<file path="config.mk">
export PLATFORM = sky130hd
export DESIGN_NAME = lcdhi_top
export DESIGN_NICKNAME = d
export VERILOG_FILES = /design/src/inc/lcdhi_pkg.sv /design/src/hdl/lcdhi_sync.sv /design/src/hdl/lcdhi_top.sv
export VERILOG_INCLUDE_DIRS = /design/src /design/src/inc
export SDC_FILE = /design/constraint.sdc
export NUM_CORES = 1
export LEC_CHECK = 0
export BUFFER_PORTS_ARGS = -buffer_cell sky130_fd_sc_hd__clkbuf_2
export CORE_MARGIN = 1
export CORE_UTILIZATION = 30
export DETAILED_ROUTE_END_ITERATION = 8
export SYNTH_ARGS = -nofsm -noshare
export SYNTH_HDL_FRONTEND = slang
export SYNTH_SLANG_ARGS = --single-unit
</file>
<file path="constraint.sdc">
create_clock -name clk -period 2.05 [get_ports clk]
set_input_delay 0.615 -clock clk [delete_from_list [all_inputs] [get_ports clk]]
set_output_delay 0.615 -clock clk [all_outputs]
set_load 0.02 [all_outputs]
</file>
<file path="src/inc/lcdhi_params.svh">
`ifndef LCDHI_PARAMS_SVH
`define LCDHI_PARAMS_SVH

// Data bus
`define LCDHI_DATA_W 8
`define LCDHI_BUSY_BIT 7

// Driver counts
`define LCDHI_NUM_COMMON 16
`define LCDHI_NUM_SEGMENT 61

// Bus style strap value held until the reset pin level has first been sampled (1 = enable-strobe)
`define LCDHI_STYLE_RST 1'b1

// Master/slave value held until the select pin has been sampled (1 = master)
`define LCDHI_MASTER_RST 1'b1

// Synchroniser width: reset, enable/read, rw/write, select, master, frame, clock, data
`define LCDHI_SYNC_W 15

`endif

</file>
<file path="src/inc/lcdhi_pkg.sv">
package lcdhi_pkg;

  // Bus style picked by the reset pin edge
  typedef enum logic
  {
    LCDHI_STYLE_STROBE,
    LCDHI_STYLE_ENABLE
  } lcdhi_style_t;

  // Drive levels, highest supply first
  typedef enum logic [2:0]
  {
    LCDHI_LVL_VDD,
    LCDHI_LVL_V1,
    LCDHI_LVL_V2,
    LCDHI_LVL_V3,
    LCDHI_LVL_V4,
    LCDHI_LVL_V5
  } lcdhi_level_t;

  // Read side of the processor port
  typedef enum logic
  {
    LCDHI_BUS_IDLE,
    LCDHI_BUS_READ
  } lcdhi_bus_state_t;

endpackage : lcdhi_pkg

</file>
<file path="src/hdl/lcdhi_sync.sv">
`timescale 1ns/1ps

module lcdhi_sync #(
  parameter int WIDTH = 1
) (
  input wire logic clk, // System clock
  input wire logic reset_n, // Synchronous reset, active low
  input wire logic [WIDTH-1:0] async_in, // Inputs from outside the clock domain
  output logic [WIDTH-1:0] sync_out // Synchronised copy
);

  logic [WIDTH-1:0] stage1;

  // =====================================================
  // Two-stage synchroniser
  always_ff @(posedge clk)
  begin
    if (!reset_n)
    begin
      stage1 <= '0;
      sync_out <= '0;
    end
    else
    begin
      stage1 <= async_in;
      sync_out <= stage1;
    end
  end

endmodule : lcdhi_sync

</file>
<file path="src/hdl/lcdhi_top.sv">
`timescale 1ns/1ps
`include "lcdhi_params.svh"

// Operation
// - Enable-strobe style: enable strobe is active high
// - Separate-strobe style: read strobe is active low
// - Drive data bus only while read active
// - Enable-strobe style: read/write high means read
// - Separate-strobe style: write strobe is active low
// - Capture data at write strobe rising edge
// - Select high is display data, low instruction
// - Eight-bit tri-state bidirectional data bus
// - Either edge on reset pin resets device
// - Level after reset edge picks bus style
// - Master/slave select pin sets operating role
// - Frame alternation output in master, input slave
// - Common level from frame and counter bit
// - Segment level from frame and memory bit
// - Slave scans commons in reversed order
// - Busy shown on bit 7 of status

module lcdhi_top #(
  parameter int DATA_W = `LCDHI_DATA_W,
  parameter int NUM_COMMON = `LCDHI_NUM_COMMON,
  parameter int NUM_SEGMENT = `LCDHI_NUM_SEGMENT
) (
  input wire logic clk, // System clock, 10 MHz
  input wire logic reset_n, // Synchronous reset, active low
  input wire logic reset_pin, // Reset and bus style pin
  input wire logic enable_read_pin, // Enable strobe or read strobe (low)
  input wire logic rw_write_pin, // Read/write select or write strobe (low)
  input wire logic data_instruction_select, // High display data, low instruction
  input wire logic [DATA_W-1:0] data_in, // Data bus input
  output logic [DATA_W-1:0] data_out, // Data bus output
  output logic data_oe, // Data bus output enable, high drives
  input wire logic master_select_pin, // High master, low slave
  input wire logic frame_alternation_in, // Frame alternation from master
  output logic frame_alternation_out, // Frame alternation to slaves
  output logic frame_alternation_oe, // Frame alternation output enable
  input wire logic external_clock_pin, // External clock on second oscillator pin
  output logic clock_tick, // One pulse per external clock rise
  input wire logic frame_generate, // Frame signal from timing generator
  input wire logic busy, // Internal operation in progress
  input wire logic [DATA_W-1:0] read_data, // Display data for reads
  input wire logic [DATA_W-1:0] status_data, // Status bits for status reads
  output logic read_request, // Pulse at start of read
  output logic read_is_data, // Read is display data
  output logic write_valid, // Pulse with captured write
  output logic write_is_data, // Write is display data
  output logic [DATA_W-1:0] write_data, // Captured write byte
  output logic write_dropped, // Pulse when write refused while busy
  output logic device_reset, // Pulse on reset pin edge
  output lcdhi_pkg::lcdhi_style_t bus_style, // Active bus style
  output logic master_mode, // High in master mode
  input wire logic [NUM_COMMON-1:0] common_select, // Common counter select bits
  input wire logic [NUM_SEGMENT-1:0] segment_data, // Latched display bits
  output logic [3*NUM_COMMON-1:0] common_drive_output, // Common level codes
  output logic [3*NUM_SEGMENT-1:0] segment_drive_output // Segment level codes
);

  import lcdhi_pkg::*;

  // =====================================================
  // Pin synchronisation
  logic [`LCDHI_SYNC_W-1:0] pins_sync;
  logic rst_s;
  logic en_s;
  logic rw_s;
  logic sel_s;
  logic ms_s;
  logic fr_s;
  logic xclk_s;
  logic [DATA_W-1:0] data_s;

  lcdhi_sync #(
    .WIDTH(`LCDHI_SYNC_W)
  ) u_sync (
    .clk(clk),
    .reset_n(reset_n),
    .async_in({reset_pin, enable_read_pin, rw_write_pin, data_instruction_select,
      master_select_pin, frame_alternation_in, external_clock_pin, data_in}),
    .sync_out(pins_sync)
  );

  assign {rst_s, en_s, rw_s, sel_s, ms_s, fr_s, xclk_s, data_s} = pins_sync;

  // =====================================================
  // Strobe decoding
  function automatic logic read_active_f(input lcdhi_style_t style, input logic en,
    input logic rw);
    if (style == LCDHI_STYLE_ENABLE)
    begin
      read_active_f = en && rw;
    end
    else
    begin
      read_active_f = !en;
    end
  endfunction : read_active_f

  function automatic logic write_phase_f(input lcdhi_style_t style, input logic en,
    input logic rw);
    if (style == LCDHI_STYLE_ENABLE)
    begin
      write_phase_f = en && !rw;
    end
    else
    begin
      write_phase_f = !rw;
    end
  endfunction : write_phase_f

  // =====================================================
  // Reset pin edge and bus style strap
  logic rst_prev;
  logic [2:0] settle;
  logic rst_edge;

  // Synchroniser is cleared by reset; wait until it holds real pin levels
  assign rst_edge = settle[2] && (rst_s != rst_prev);

  always_ff @(posedge clk)
  begin
    if (!reset_n)
    begin
      rst_prev <= 1'b0;
      settle <= 3'h0;
      bus_style <= lcdhi_style_t'(`LCDHI_STYLE_RST);
      device_reset <= 1'b0;
    end
    else
    begin
      rst_prev <= rst_s;
      settle <= {settle[1:0], 1'b1};
      device_reset <= rst_edge;
      if ((settle[1] && !settle[2]) || rst_edge)
      begin
        bus_style <= rst_s ? LCDHI_STYLE_ENABLE : LCDHI_STYLE_STROBE;
      end
    end
  end

  // =====================================================
  // Master/slave and frame alternation
  logic fr_eff;

  assign fr_eff = master_mode ? frame_alternation_out : fr_s;

  always_ff @(posedge clk)
  begin
    if (!reset_n)
    begin
      master_mode <= `LCDHI_MASTER_RST;
    end
    else if (settle[1])
    begin
      master_mode <= ms_s;
    end
  end

  always_ff @(posedge clk)
  begin
    if (!reset_n)
    begin
      frame_alternation_out <= 1'b0;
      frame_alternation_oe <= 1'b0;
    end
    else
    begin
      frame_alternation_out <= frame_generate;
      frame_alternation_oe <= settle[1] && ms_s;
    end
  end

  // =====================================================
  // External clock
  logic xclk_prev;

  always_ff @(posedge clk)
  begin
    if (!reset_n)
    begin
      xclk_prev <= 1'b0;
      clock_tick <= 1'b0;
    end
    else
    begin
      xclk_prev <= xclk_s;
      clock_tick <= xclk_s && !xclk_prev;
    end
  end

  // =====================================================
  // Read side
  lcdhi_bus_state_t bus_state;
  logic rd_act;

  assign rd_act = read_active_f(bus_style, en_s, rw_s);

  always_ff @(posedge clk)
  begin
    if (!reset_n)
    begin
      bus_state <= LCDHI_BUS_IDLE;
      read_request <= 1'b0;
      read_is_data <= 1'b0;
      data_oe <= 1'b0;
    end
    else
    begin
      read_request <= 1'b0;
      case (bus_state)
        LCDHI_BUS_IDLE:
        begin
          if (rd_act && settle[2] && !rst_edge)
          begin
            bus_state <= LCDHI_BUS_READ;
            read_request <= 1'b1;
            read_is_data <= sel_s;
            data_oe <= 1'b1;
          end
        end
        LCDHI_BUS_READ:
        begin
          if (!rd_act || rst_edge)
          begin
            bus_state <= LCDHI_BUS_IDLE;
            data_oe <= 1'b0;
          end
        end
        default:
        begin
          bus_state <= LCDHI_BUS_IDLE;
          data_oe <= 1'b0;
        end
      endcase
    end
  end

  always_ff @(posedge clk)
  begin
    if (!reset_n)
    begin
      data_out <= '0;
    end
    else if (read_is_data)
    begin
      data_out <= read_data;
    end
    else
    begin
      data_out <= status_data;
      data_out[`LCDHI_BUSY_BIT] <= busy;
    end
  end

  // =====================================================
  // Write side
  logic wr_prev;
  logic wr_phase;
  logic wr_end;

  assign wr_phase = write_phase_f(bus_style, en_s, rw_s);
  assign wr_end = wr_prev && !wr_phase && settle[2] && !rst_edge;

  always_ff @(posedge clk)
  begin
    if (!reset_n)
    begin
      wr_prev <= 1'b0;
      write_valid <= 1'b0;
      write_dropped <= 1'b0;
      write_is_data <= 1'b0;
      write_data <= '0;
    end
    else
    begin
      wr_prev <= wr_phase;
      write_valid <= wr_end && !busy;
      write_dropped <= wr_end && busy;
      if (wr_end && !busy)
      begin
        write_data <= data_s;
        write_is_data <= sel_s;
      end
    end
  end

  // =====================================================
  // Drive level selection
  function automatic lcdhi_level_t common_level_f(input logic fr, input logic sel);
    if (fr)
    begin
      common_level_f = sel ? LCDHI_LVL_V5 : LCDHI_LVL_V1;
    end
    else
    begin
      common_level_f = sel ? LCDHI_LVL_VDD : LCDHI_LVL_V4;
    end
  endfunction : common_level_f

  function automatic lcdhi_level_t segment_level_f(input logic fr, input logic bit_on);
    if (fr)
    begin
      segment_level_f = bit_on ? LCDHI_LVL_VDD : LCDHI_LVL_V2;
    end
    else
    begin
      segment_level_f = bit_on ? LCDHI_LVL_V5 : LCDHI_LVL_V3;
    end
  endfunction : segment_level_f

  genvar gi;

  generate
    for (gi = 0; gi < NUM_COMMON; gi++)
    begin : g_common
      logic sel_bit;

      // Slave takes its select bits mirrored
      assign sel_bit = master_mode ? common_select[gi] : common_select[NUM_COMMON-1-gi];

      always_ff @(posedge clk)
      begin
        if (!reset_n)
        begin
          common_drive_output[3*gi +: 3] <= LCDHI_LVL_VDD;
        end
        else
        begin
          common_drive_output[3*gi +: 3] <= common_level_f(fr_eff, sel_bit);
        end
      end
    end

    for (gi = 0; gi < NUM_SEGMENT; gi++)
    begin : g_segment
      always_ff @(posedge clk)
      begin
        if (!reset_n)
        begin
          segment_drive_output[3*gi +: 3] <= LCDHI_LVL_VDD;
        end
        else
        begin
          segment_drive_output[3*gi +: 3] <= segment_level_f(fr_eff, segment_data[gi]);
        end
      end
    end
  endgenerate

endmodule : lcdhi_top

</file>
# Word-level counts from Yosys, hierarchy flattened
# Cells that the tools add are included.
# Widths: inputs -> output; s select.
word_totals:
  input_bits: 112
  ff_bits: 296
  word_cells: 389
  out_inout_bits: 259
op_classes:
  n_eq_ne: 3
  mux: 259
  n_reduce_logical: 26
  bitwise: 2
ops:
  columns: ["cell", "count"]
  rows:
  - ["$mux 3", 170]
  - ["$mux 2", 61]
  - ["$mux 1", 25]
  - ["$logic_and 1x1->1", 13]
  - ["$logic_not 1->1", 8]
  - ["$mux 8", 1]
  - ["$pmux 1 s2", 2]
  - ["$reduce_and 2->1", 2]
  - ["$logic_or 1x1->1", 2]
  - ["$ne 2x1->1 const B", 1]
  - ["$ne 2x2->1 const B", 1]
  - ["$not 1->1", 2]
  - ["$reduce_or 2->1", 1]
  - ["$ne 1x1->1", 1]

# Depth between registers and ports, before layout
# Gate-level depths: netlist (run 1).
logic_depth:
  word_depth: 8
  mapped_depth: 5

# Modules after synthesis
# From an unflattened synthesis (run 1), not the netlist that was laid out.
unflattened:
  cells_unflattened: 621
  hier_area_um2: 6929.1
by_module_without_submodules:
  columns: ["module", "cells_each", "seq_area_each_um2", "area_per_inst_um2", "instances"]
  rows:
  - ["lcdhi_top", 558, 3503.4, 6117.1, 1]
  - ["lcdhi_sync", 63, 600.6, 812.0, 1]

# Least setup slack after synthesis (run 1)
# No wires, ideal clock.
synth_path:
  kind: "register to output"
  startpoint: "reg, netlist name segment_drive_output[0]"
  endpoint: "out segment_drive_output[102]"
  arrival_time_ns: 1.690
  required_time_ns: 1.435
  setup_slack_ns: -0.255
  stages_incl_launch_ff: 2
  path_buffers: 1
  cell_sequence: "dfxtp_1 -> buf_4"
synth_rtl:
  columns: ["element", "line", "source"]
  rows:
  - ["to (decl)", "lcdhi_top.sv:58", "output logic [3*NUM_SEGMENT-1:0] segment_drive_output"]

# Final worst setup path (run 1)
layout_path:
  startpoint: "reg master_mode"
  endpoint: "out master_mode"
layout_rtl:
  columns: ["element", "line", "source"]
  rows:
  - ["from (decl)", "lcdhi_top.sv:54", "output logic master_mode,"]
  - ["from (signal assigned)", "lcdhi_top.sv:153", "master_mode <= `LCDHI_MASTER_RST;"]
  - ["from (signal assigned)", "lcdhi_top.sv:157", "master_mode <= ms_s;"]
# No word-level cell between the ends.

==> flow_summary.json, run 1 <==
{
  "cts.path.max_buffers": 3,
  "start_kind": "flip-flop",
  "peakVddDrop_uv": 496.5,
  "power_frac_comb": 0.124,
  "syn_inst": 621,
  "core.rowCount": 55,
  "vias_per_cell": 4.039,
  "drv_slew": 0,
  "drt_first_pass_iters": 4,
  "worstHoldStart": "segment_data[53]",
  "die_w_um": 153.8,
  "p_leak_nw": 4.637,
  "finClkSkew_ns": 0.01431,
  "path_max_fanout": 17,
  "seq_power_share": 0.449,
  "required_ns": 1.43,
  "period_needed_ns": 1.986,
  "post_drt_wl_per_cell_um": 13.45,
  "multi_input_area_sq_um": 1988,
  "startpoint": "master_mode$_SDFFE_PN1P_",
  "grt_overflow": 0,
  "grt.total_usage": 0.1292,
  "place_congestion": 0.7444,
  "totalWireLength_um": 16060,
  "htreeDepth": 1,
  "switching_power_mw": 2.388,
  "fillCellCount": 2223,
  "finalPower_mw": 9.520,
  "drv_cap": 0,
  "antenna_cells": 0,
  "cp-end-kind": "primary output",
  "placeableCoreArea_sq_um": 22640,
  "finalSetupViolCount": 0,
  "seq_area_frac_synth": 0.5939,
  "cts-root-buf": "clkbuf_16",
  "critical_path_arrival_ns": 1.37,
  "final_common_cell": "clkbuf_2",
  "reg2reg_to": "write_data[4]$_SDFFE_PN0P_",
  "cts_buffers": 23,
  "num_io_pins": 371,
  "power.internal_mw": 7.133,
  "netlist_area_sq_um": 6910,
  "reg2reg_depth": 4,
  "period_share": 0.9689,
  "switching_share": 0.2508,
  "crit_type": "flip-flop to primary output",
  "layout_common_cells": "clkbuf_2, dfxtp_1, nor2b_1",
  "die_area_sq_um": 23650,
  "initial_core_util": 0.3052,
  "ys_ff_latch": 205,
  "place_area_sq_um": 8341,
  "finalSetupTns_ns": 0,
  "hpwl_um": 11610,
  "drc": 0,
  "cts_tree": "built",
  "post_cts_buffers": 0,
  "antenna_found_initial": 1,
  "drtAntennaViolNets": 0,
  "drtIter0Drc": 188,
  "vias": 4823,
  "grt_max_degree": 119,
  "power.density_nw_per_um2": 1045,
  "hold_path_class": "primary input to flip-flop",
  "syn_area_per_cell_sq_um": 11.13,
  "min_path_cells": 2,
  "status": "completed",
  "r2r_slack_ns": 0.62,
  "final_area_sq_um": 9107,
  "holdPathEnd": "segment_drive_output[160]$_SDFF_PN0_",
  "yosysUniqueCellTypes": 26,
  "yosysWarnings": 0,
  "clkTransAtPathRegs_ns": 0.06,
  "register_area_sq_um": 4106,
  "syn_to_final_growth_pct": 31.79,
  "r2r_start": "u_sync.sync_out[14]$_SDFF_PN0_",
  "clock_latency_ns": 0.50,
  "port_buffers": 353,
  "grt_pass1_vias": 4305,
  "p_clk_frac": 0.427,
  "clock_sinks": 205,
  "stdcell_count": 1194,
  "max_clock_freq_mhz": 503.5,
  "dieHeight_um": 153.8,
  "drive_above_1_share": 0.4411,
  "grt_pass1_wl_um": 23800,
  "dp.cells": 1155,
  "utilization": 0.4023,
  "nets": 1007,
  "grt_setup_unrepaired": "no",
  "finalHoldViolations": 0
}
==> worst max-delay path, stage by stage, from the launching register on <==
cell and delay (ns):
dfxtp_1 0.44, buf_8 0.23, clkbuf_2 0.20
==> power groups by stage <==
stage | Sequential, mW | Clock [mW] | Combinational, mW
6_report | 4.27 | 4.07 | 1.18
5_1_grt | 4.29 | 4.33 | 1.27
4_1_cts | 4.27 | 4.18 | 1.20
3_5_place_dp | 4.36 | 0 | 1.19
3_3_place_gp | 4.36 | 0 | 1.19
2_1_floorplan | 4.60 | 0 | 0.634
==> synthesized netlist by cell type (all sizes together) <==
library cell | n | area share
dfxtp | 205 | 0.59
o21ai | 2 | 0.0014
xnor2 | 17 | 0.023
and3 | 63 | 0.057
inv | 3 | 0.0016
nor2 | 5 | 0.0027
o2111ai | 2 | 0.0025
mux2i | 37 | 0.055
a32o | 1 | 0.0014
o21a | 1 | 0.0011
a221oi | 1 | 0.0013
and2 | 54 | 0.049
buf | 99 | 0.11
nor3 | 1 | 0.00072
conb | 1 | 0.00054
nand2 | 24 | 0.013
o2111a | 1 | 0.0016
nor2b | 74 | 0.067
nor3b | 2 | 0.0022
clkbuf | 28 | 0.015
==> layout make-up <==
| cell class | count | area share |
|---|---|---|
| clock buffers | 31 | 0.07199 |
| inverters | 3 | 0.001236 |
| repair buffers | 361 | 0.2072 |
| flip-flops and latches | 205 | 0.4509 |
| clock inverters | 8 | 0.01127 |
| well taps | 285 | 0.03915 |
| multi-input cells | 301 | 0.2183 |
==> timing repair <==
item | CTS | global route
pin swaps | 0 | 0
cloned | 0 | 0
gates resized for setup | 2 | 1
hold buffers | 0 | 0
setup endpoints to repair | 17 | 1
==> state kept, by name (all words and copies together) (netlist names) <==
| signal | count |
|---|---|
| segment_drive_output | 123 |
| read_request | 1 |
| bus_style | 1 |
| data_oe | 1 |
| xclk_prev | 1 |
| device_reset | 1 |
| read_is_data | 1 |
| data_out | 8 |
| u_sync.stage1 | 15 |
| master_mode | 1 |
| settle | 3 |
| common_drive_output | 17 |
| frame_alternation_out | 1 |
| bus_state | 1 |
| write_data | 8 |
| u_sync.sync_out | 15 |
| clock_tick | 1 |
| write_valid | 1 |
| rst_prev | 1 |
| frame_alternation_oe | 1 |
| wr_prev | 1 |
| write_dropped | 1 |
| write_is_data | 1 |
==> routing by layer <==
metal / vias to the layer above / wire length, um / track usage
met5: - / 12 / 0
met4: 2 / 635 / 0.05905
met3: 41 / 1126 / 0.03636
met2: 212 / 7861 / 0.2268
met1: 2155 / 6427 / 0.1448
li1: 2413 / - / -
==> through the flow <==
step	worst slack [ns]	hold slack, ns
2_1_floorplan	0.2950	0.3674
5_1_grt	0.004186	0.2559
6_report	0.06373	0.2686
3_5_place_dp	0.4535	0.3717
4_1_cts	0.01944	0.2485
3_3_place_gp	0.4501	0.3734
==> cells by family after synthesis <==
logic type / share of synthesized area
buffers and inverters: 0.1266
other: 0.0005427
flip-flops: 0.5939
AND/OR/NAND/NOR: 0.1916
multiplexers: 0.05541
AO/OA/AOI/OAI: 0.009416
XOR/XNOR: 0.02263
==> how the worst max path moves through the flow <==
stage / end / slack [ns] / depth (start not counted)
3_5_place_dp: write_data[6]$_SDFFE_PN0P_ / 0.45 / 5
3_3_place_gp: write_data[1]$_SDFFE_PN0P_ / 0.45 / 5
6_report: master_mode / 0.06 / 2
5_1_grt: master_mode / 0.004 / 2
4_1_cts: master_mode / 0.02 / 2
2_1_floorplan: segment_drive_output[102] / 0.30 / 1
Power figures use the tool's default switching activity.
==> run 2: changes to the inputs <==
==> constraint.sdc (replaced) <==
create_clock -name clk -period 2.05 [get_ports clk]
set_input_delay 0 -clock clk [delete_from_list [all_inputs] [get_ports clk]]
set_output_delay 0 -clock clk [all_outputs]
set_load 0.02 [all_outputs]
==> run 2 against run 1 <==
Global-route usage grew 1.4 points. Power grew 1.6%. Final area grew 13%. Via count grew 9.7%. Clock skew grew 0.0046 ns. Maximum frequency grew 6.8%. Core utilization grew 5.2 points. Register-to-register slack lost 0.43 ns. Worst hold slack lost 0.073 ns.
==> flow_summary.json, run 2 (synthesized netlist as in run 1, its figures left out) <==
{
  "status": "completed",
  "finalSetupTns_ns": 0,
  "power.internal_mw": 7.158,
  "finClkSkew_ns": 0.01892,
  "critical_path_arrival_ns": 2.25,
  "holdWs_ns": 0.1957,
  "port_buffers": 353,
  "grt_setup_unrepaired": "no",
  "post_drt_wl_per_cell_um": 13.48,
  "largest_reg_flops": 123,
  "crit_buf_inv": 2,
  "cts-resized-gates": 0,
  "period_share": 0.9076,
  "clock_latency_ns": 0.51,
  "place_congestion": 0.7209,
  "grt_pass1_wl_um": 26710,
  "vias": 5290,
  "grt_max_degree": 111,
  "drv_cap": 0,
  "final_common_cell": "clkbuf_2",
  "cts_tree": "built",
  "htreeDepth": 1,
  "top_register": "segment_drive_output",
  "clkTransAtPathRegs_ns": 0.06,
  "cp_cell_sequence": "buf_4 > mux2i_1 > dlygate4sd3_1 > xnor2_1 > and2_1",
  "start_kind": "flip-flop",
  "antenna_found_initial": 0,
  "drv_slew": 0,
  "die_area_sq_um": 23650,
  "dieHeight_um": 153.8,
  "required_ns": 2.44,
  "r2r_slack_ns": 0.19,
  "grt.total_usage": 0.1433,
  "vias_per_cell": 4.014,
  "reg.largest.list": "segment_drive_output: 123 flops, common_drive_output: 17 flops",
  "switching_share": 0.2596,
  "grt_overflow": 0,
  "cp-end-kind": "flip-flop",
  "relSlewSlack": 0.6505,
  "layout_common_cells": "clkbuf_2, dfxtp_1, dlygate4sd3_1",
  "nets": 1127,
  "finalSetupViolCount": 0,
  "cts_buffers": 24,
  "initial_core_util": 0.3052,
  "cp_top_family": "buffers and inverters",
  "critPathSlowestCell": "dlygate4sd3_1",
  "path_max_fanout": 18,
  "crit_type": "flip-flop to flip-flop",
  "num_io_pins": 371,
  "switching_power_mw": 2.510,
  "drtAntennaViolNets": 0,
  "die_w_um": 153.8,
  "drtIter0Drc": 228,
  "power_frac_comb": 0.143,
  "drt_first_pass_iters": 4,
  "p_leak_nw": 5.128,
  "drive_above_1_share": 0.3901,
  "cts_hold_buf": 119,
  "antenna_cells": 0,
  "clock_sinks": 205,
  "cts-root-buf": "clkbuf_16",
  "finalHoldViolations": 0,
  "max_clock_freq_mhz": 537.5,
  "syn_to_final_growth_pct": 48.87,
  "cts.path.max_buffers": 3,
  "drc": 0,
  "hold_path_class": "primary input to flip-flop",
  "grt_pass1_vias": 5045,
  "worstMarginPinSlew_ns": 0.5243,
  "seq_power_share": 0.442,
  "placeableCoreArea_sq_um": 22640,
  "core.rowCount": 55,
  "hpwl_um": 11830,
  "post_cts_buffers": 0,
  "critPathMaxStageDelay_ns": 0.59,
  "totalWireLength_um": 17760,
  "peakVddDrop_uv": 499.0,
  "period_needed_ns": 1.860,
  "p_clk_frac": 0.415,
  "power.density_nw_per_um2": 939.8
}
==> run 2: changes by cell type in the layout (fill, tap and decap cells not counted), moves of 2 or more <==
cell | before | now
bufinv_16 | 2 | 0
buf_4 | 4 | 6
clkbuf_1 | 3 | 5
dlygate4sd3_1 | 0 | 119
==> run 2: final timing paths <==
path	cells past startpoint	end	from
max reg2reg	5	common_drive_output[44]$_SDFF_PN0_	master_mode$_SDFFE_PN1P_
max	5	common_drive_output[44]$_SDFF_PN0_	master_mode$_SDFFE_PN1P_
min reg2reg	1	clock_tick$_SDFF_PN0_	xclk_prev$_SDFF_PN0_
min	3	segment_drive_output[145]$_SDFF_PN0_	segment_data[48]
==> run 2: layout make-up <==
| class | instances | area (sq um) |
|---|---|---|
| inverters | 3 | 11.26 |
| flip-flops and latches | 205 | 4105 |
| fillers | 2092 | 12350 |
| repair buffers | 480 | 3058 |
| multi-input cells | 301 | 1988 |
| clock inverters | 10 | 80.08 |
| well taps | 285 | 356.6 |
| clock buffers | 34 | 688.2 |
==> run 2: metrics by stage <==
stage,cells,total power [mW],setup WS (ns),utilization,instance area [sq um]
3_5_place_dp,1155,5.550,0.4536,0.3678,8328
3_3_place_gp,1155,5.540,0.4956,0.3678,8328
5_1_grt,1318,10.07,0.07405,0.4544,10290
4_1_cts,1318,9.789,0.2330,0.4544,10290
2_1_floorplan,636,5.241,0.3602,-,6967
6_report,1318,9.668,0.1895,0.4544,10290
==> run 2: routing by layer <==
| layer | share of wire | vias to the layer above | wire, um | GRT usage |
|---|---|---|---|---|
| met5 | 0 | - | 0 | 0 |
| met1 | 0.39 | 2359 | 6988 | 0.1569 |
| li1 | - | 2661 | - | - |
| met3 | 0.065 | 50 | 1160 | 0.03608 |
| met2 | 0.50 | 220 | 8928 | 0.2587 |
| met4 | 0.038 | 0 | 683 | 0.06714 |
==> run 2: power by group through the flow <==
stage | clock network (mW) | registers, mW | logic [mW]
after global routing | 4.30 | 4.29 | 1.48
after detailed placement | 0 | 4.36 | 1.19
after global placement | 0 | 4.35 | 1.19
final | 4.01 | 4.27 | 1.38
after CTS | 4.13 | 4.27 | 1.39
after floorplan | 0 | 4.60 | 0.638
==> run 2: worst min-delay path, stage by stage <==
cell           delay (ns)
dlygate4sd3_1        0.52
clkbuf_2             0.10
nor2b_1              0.04
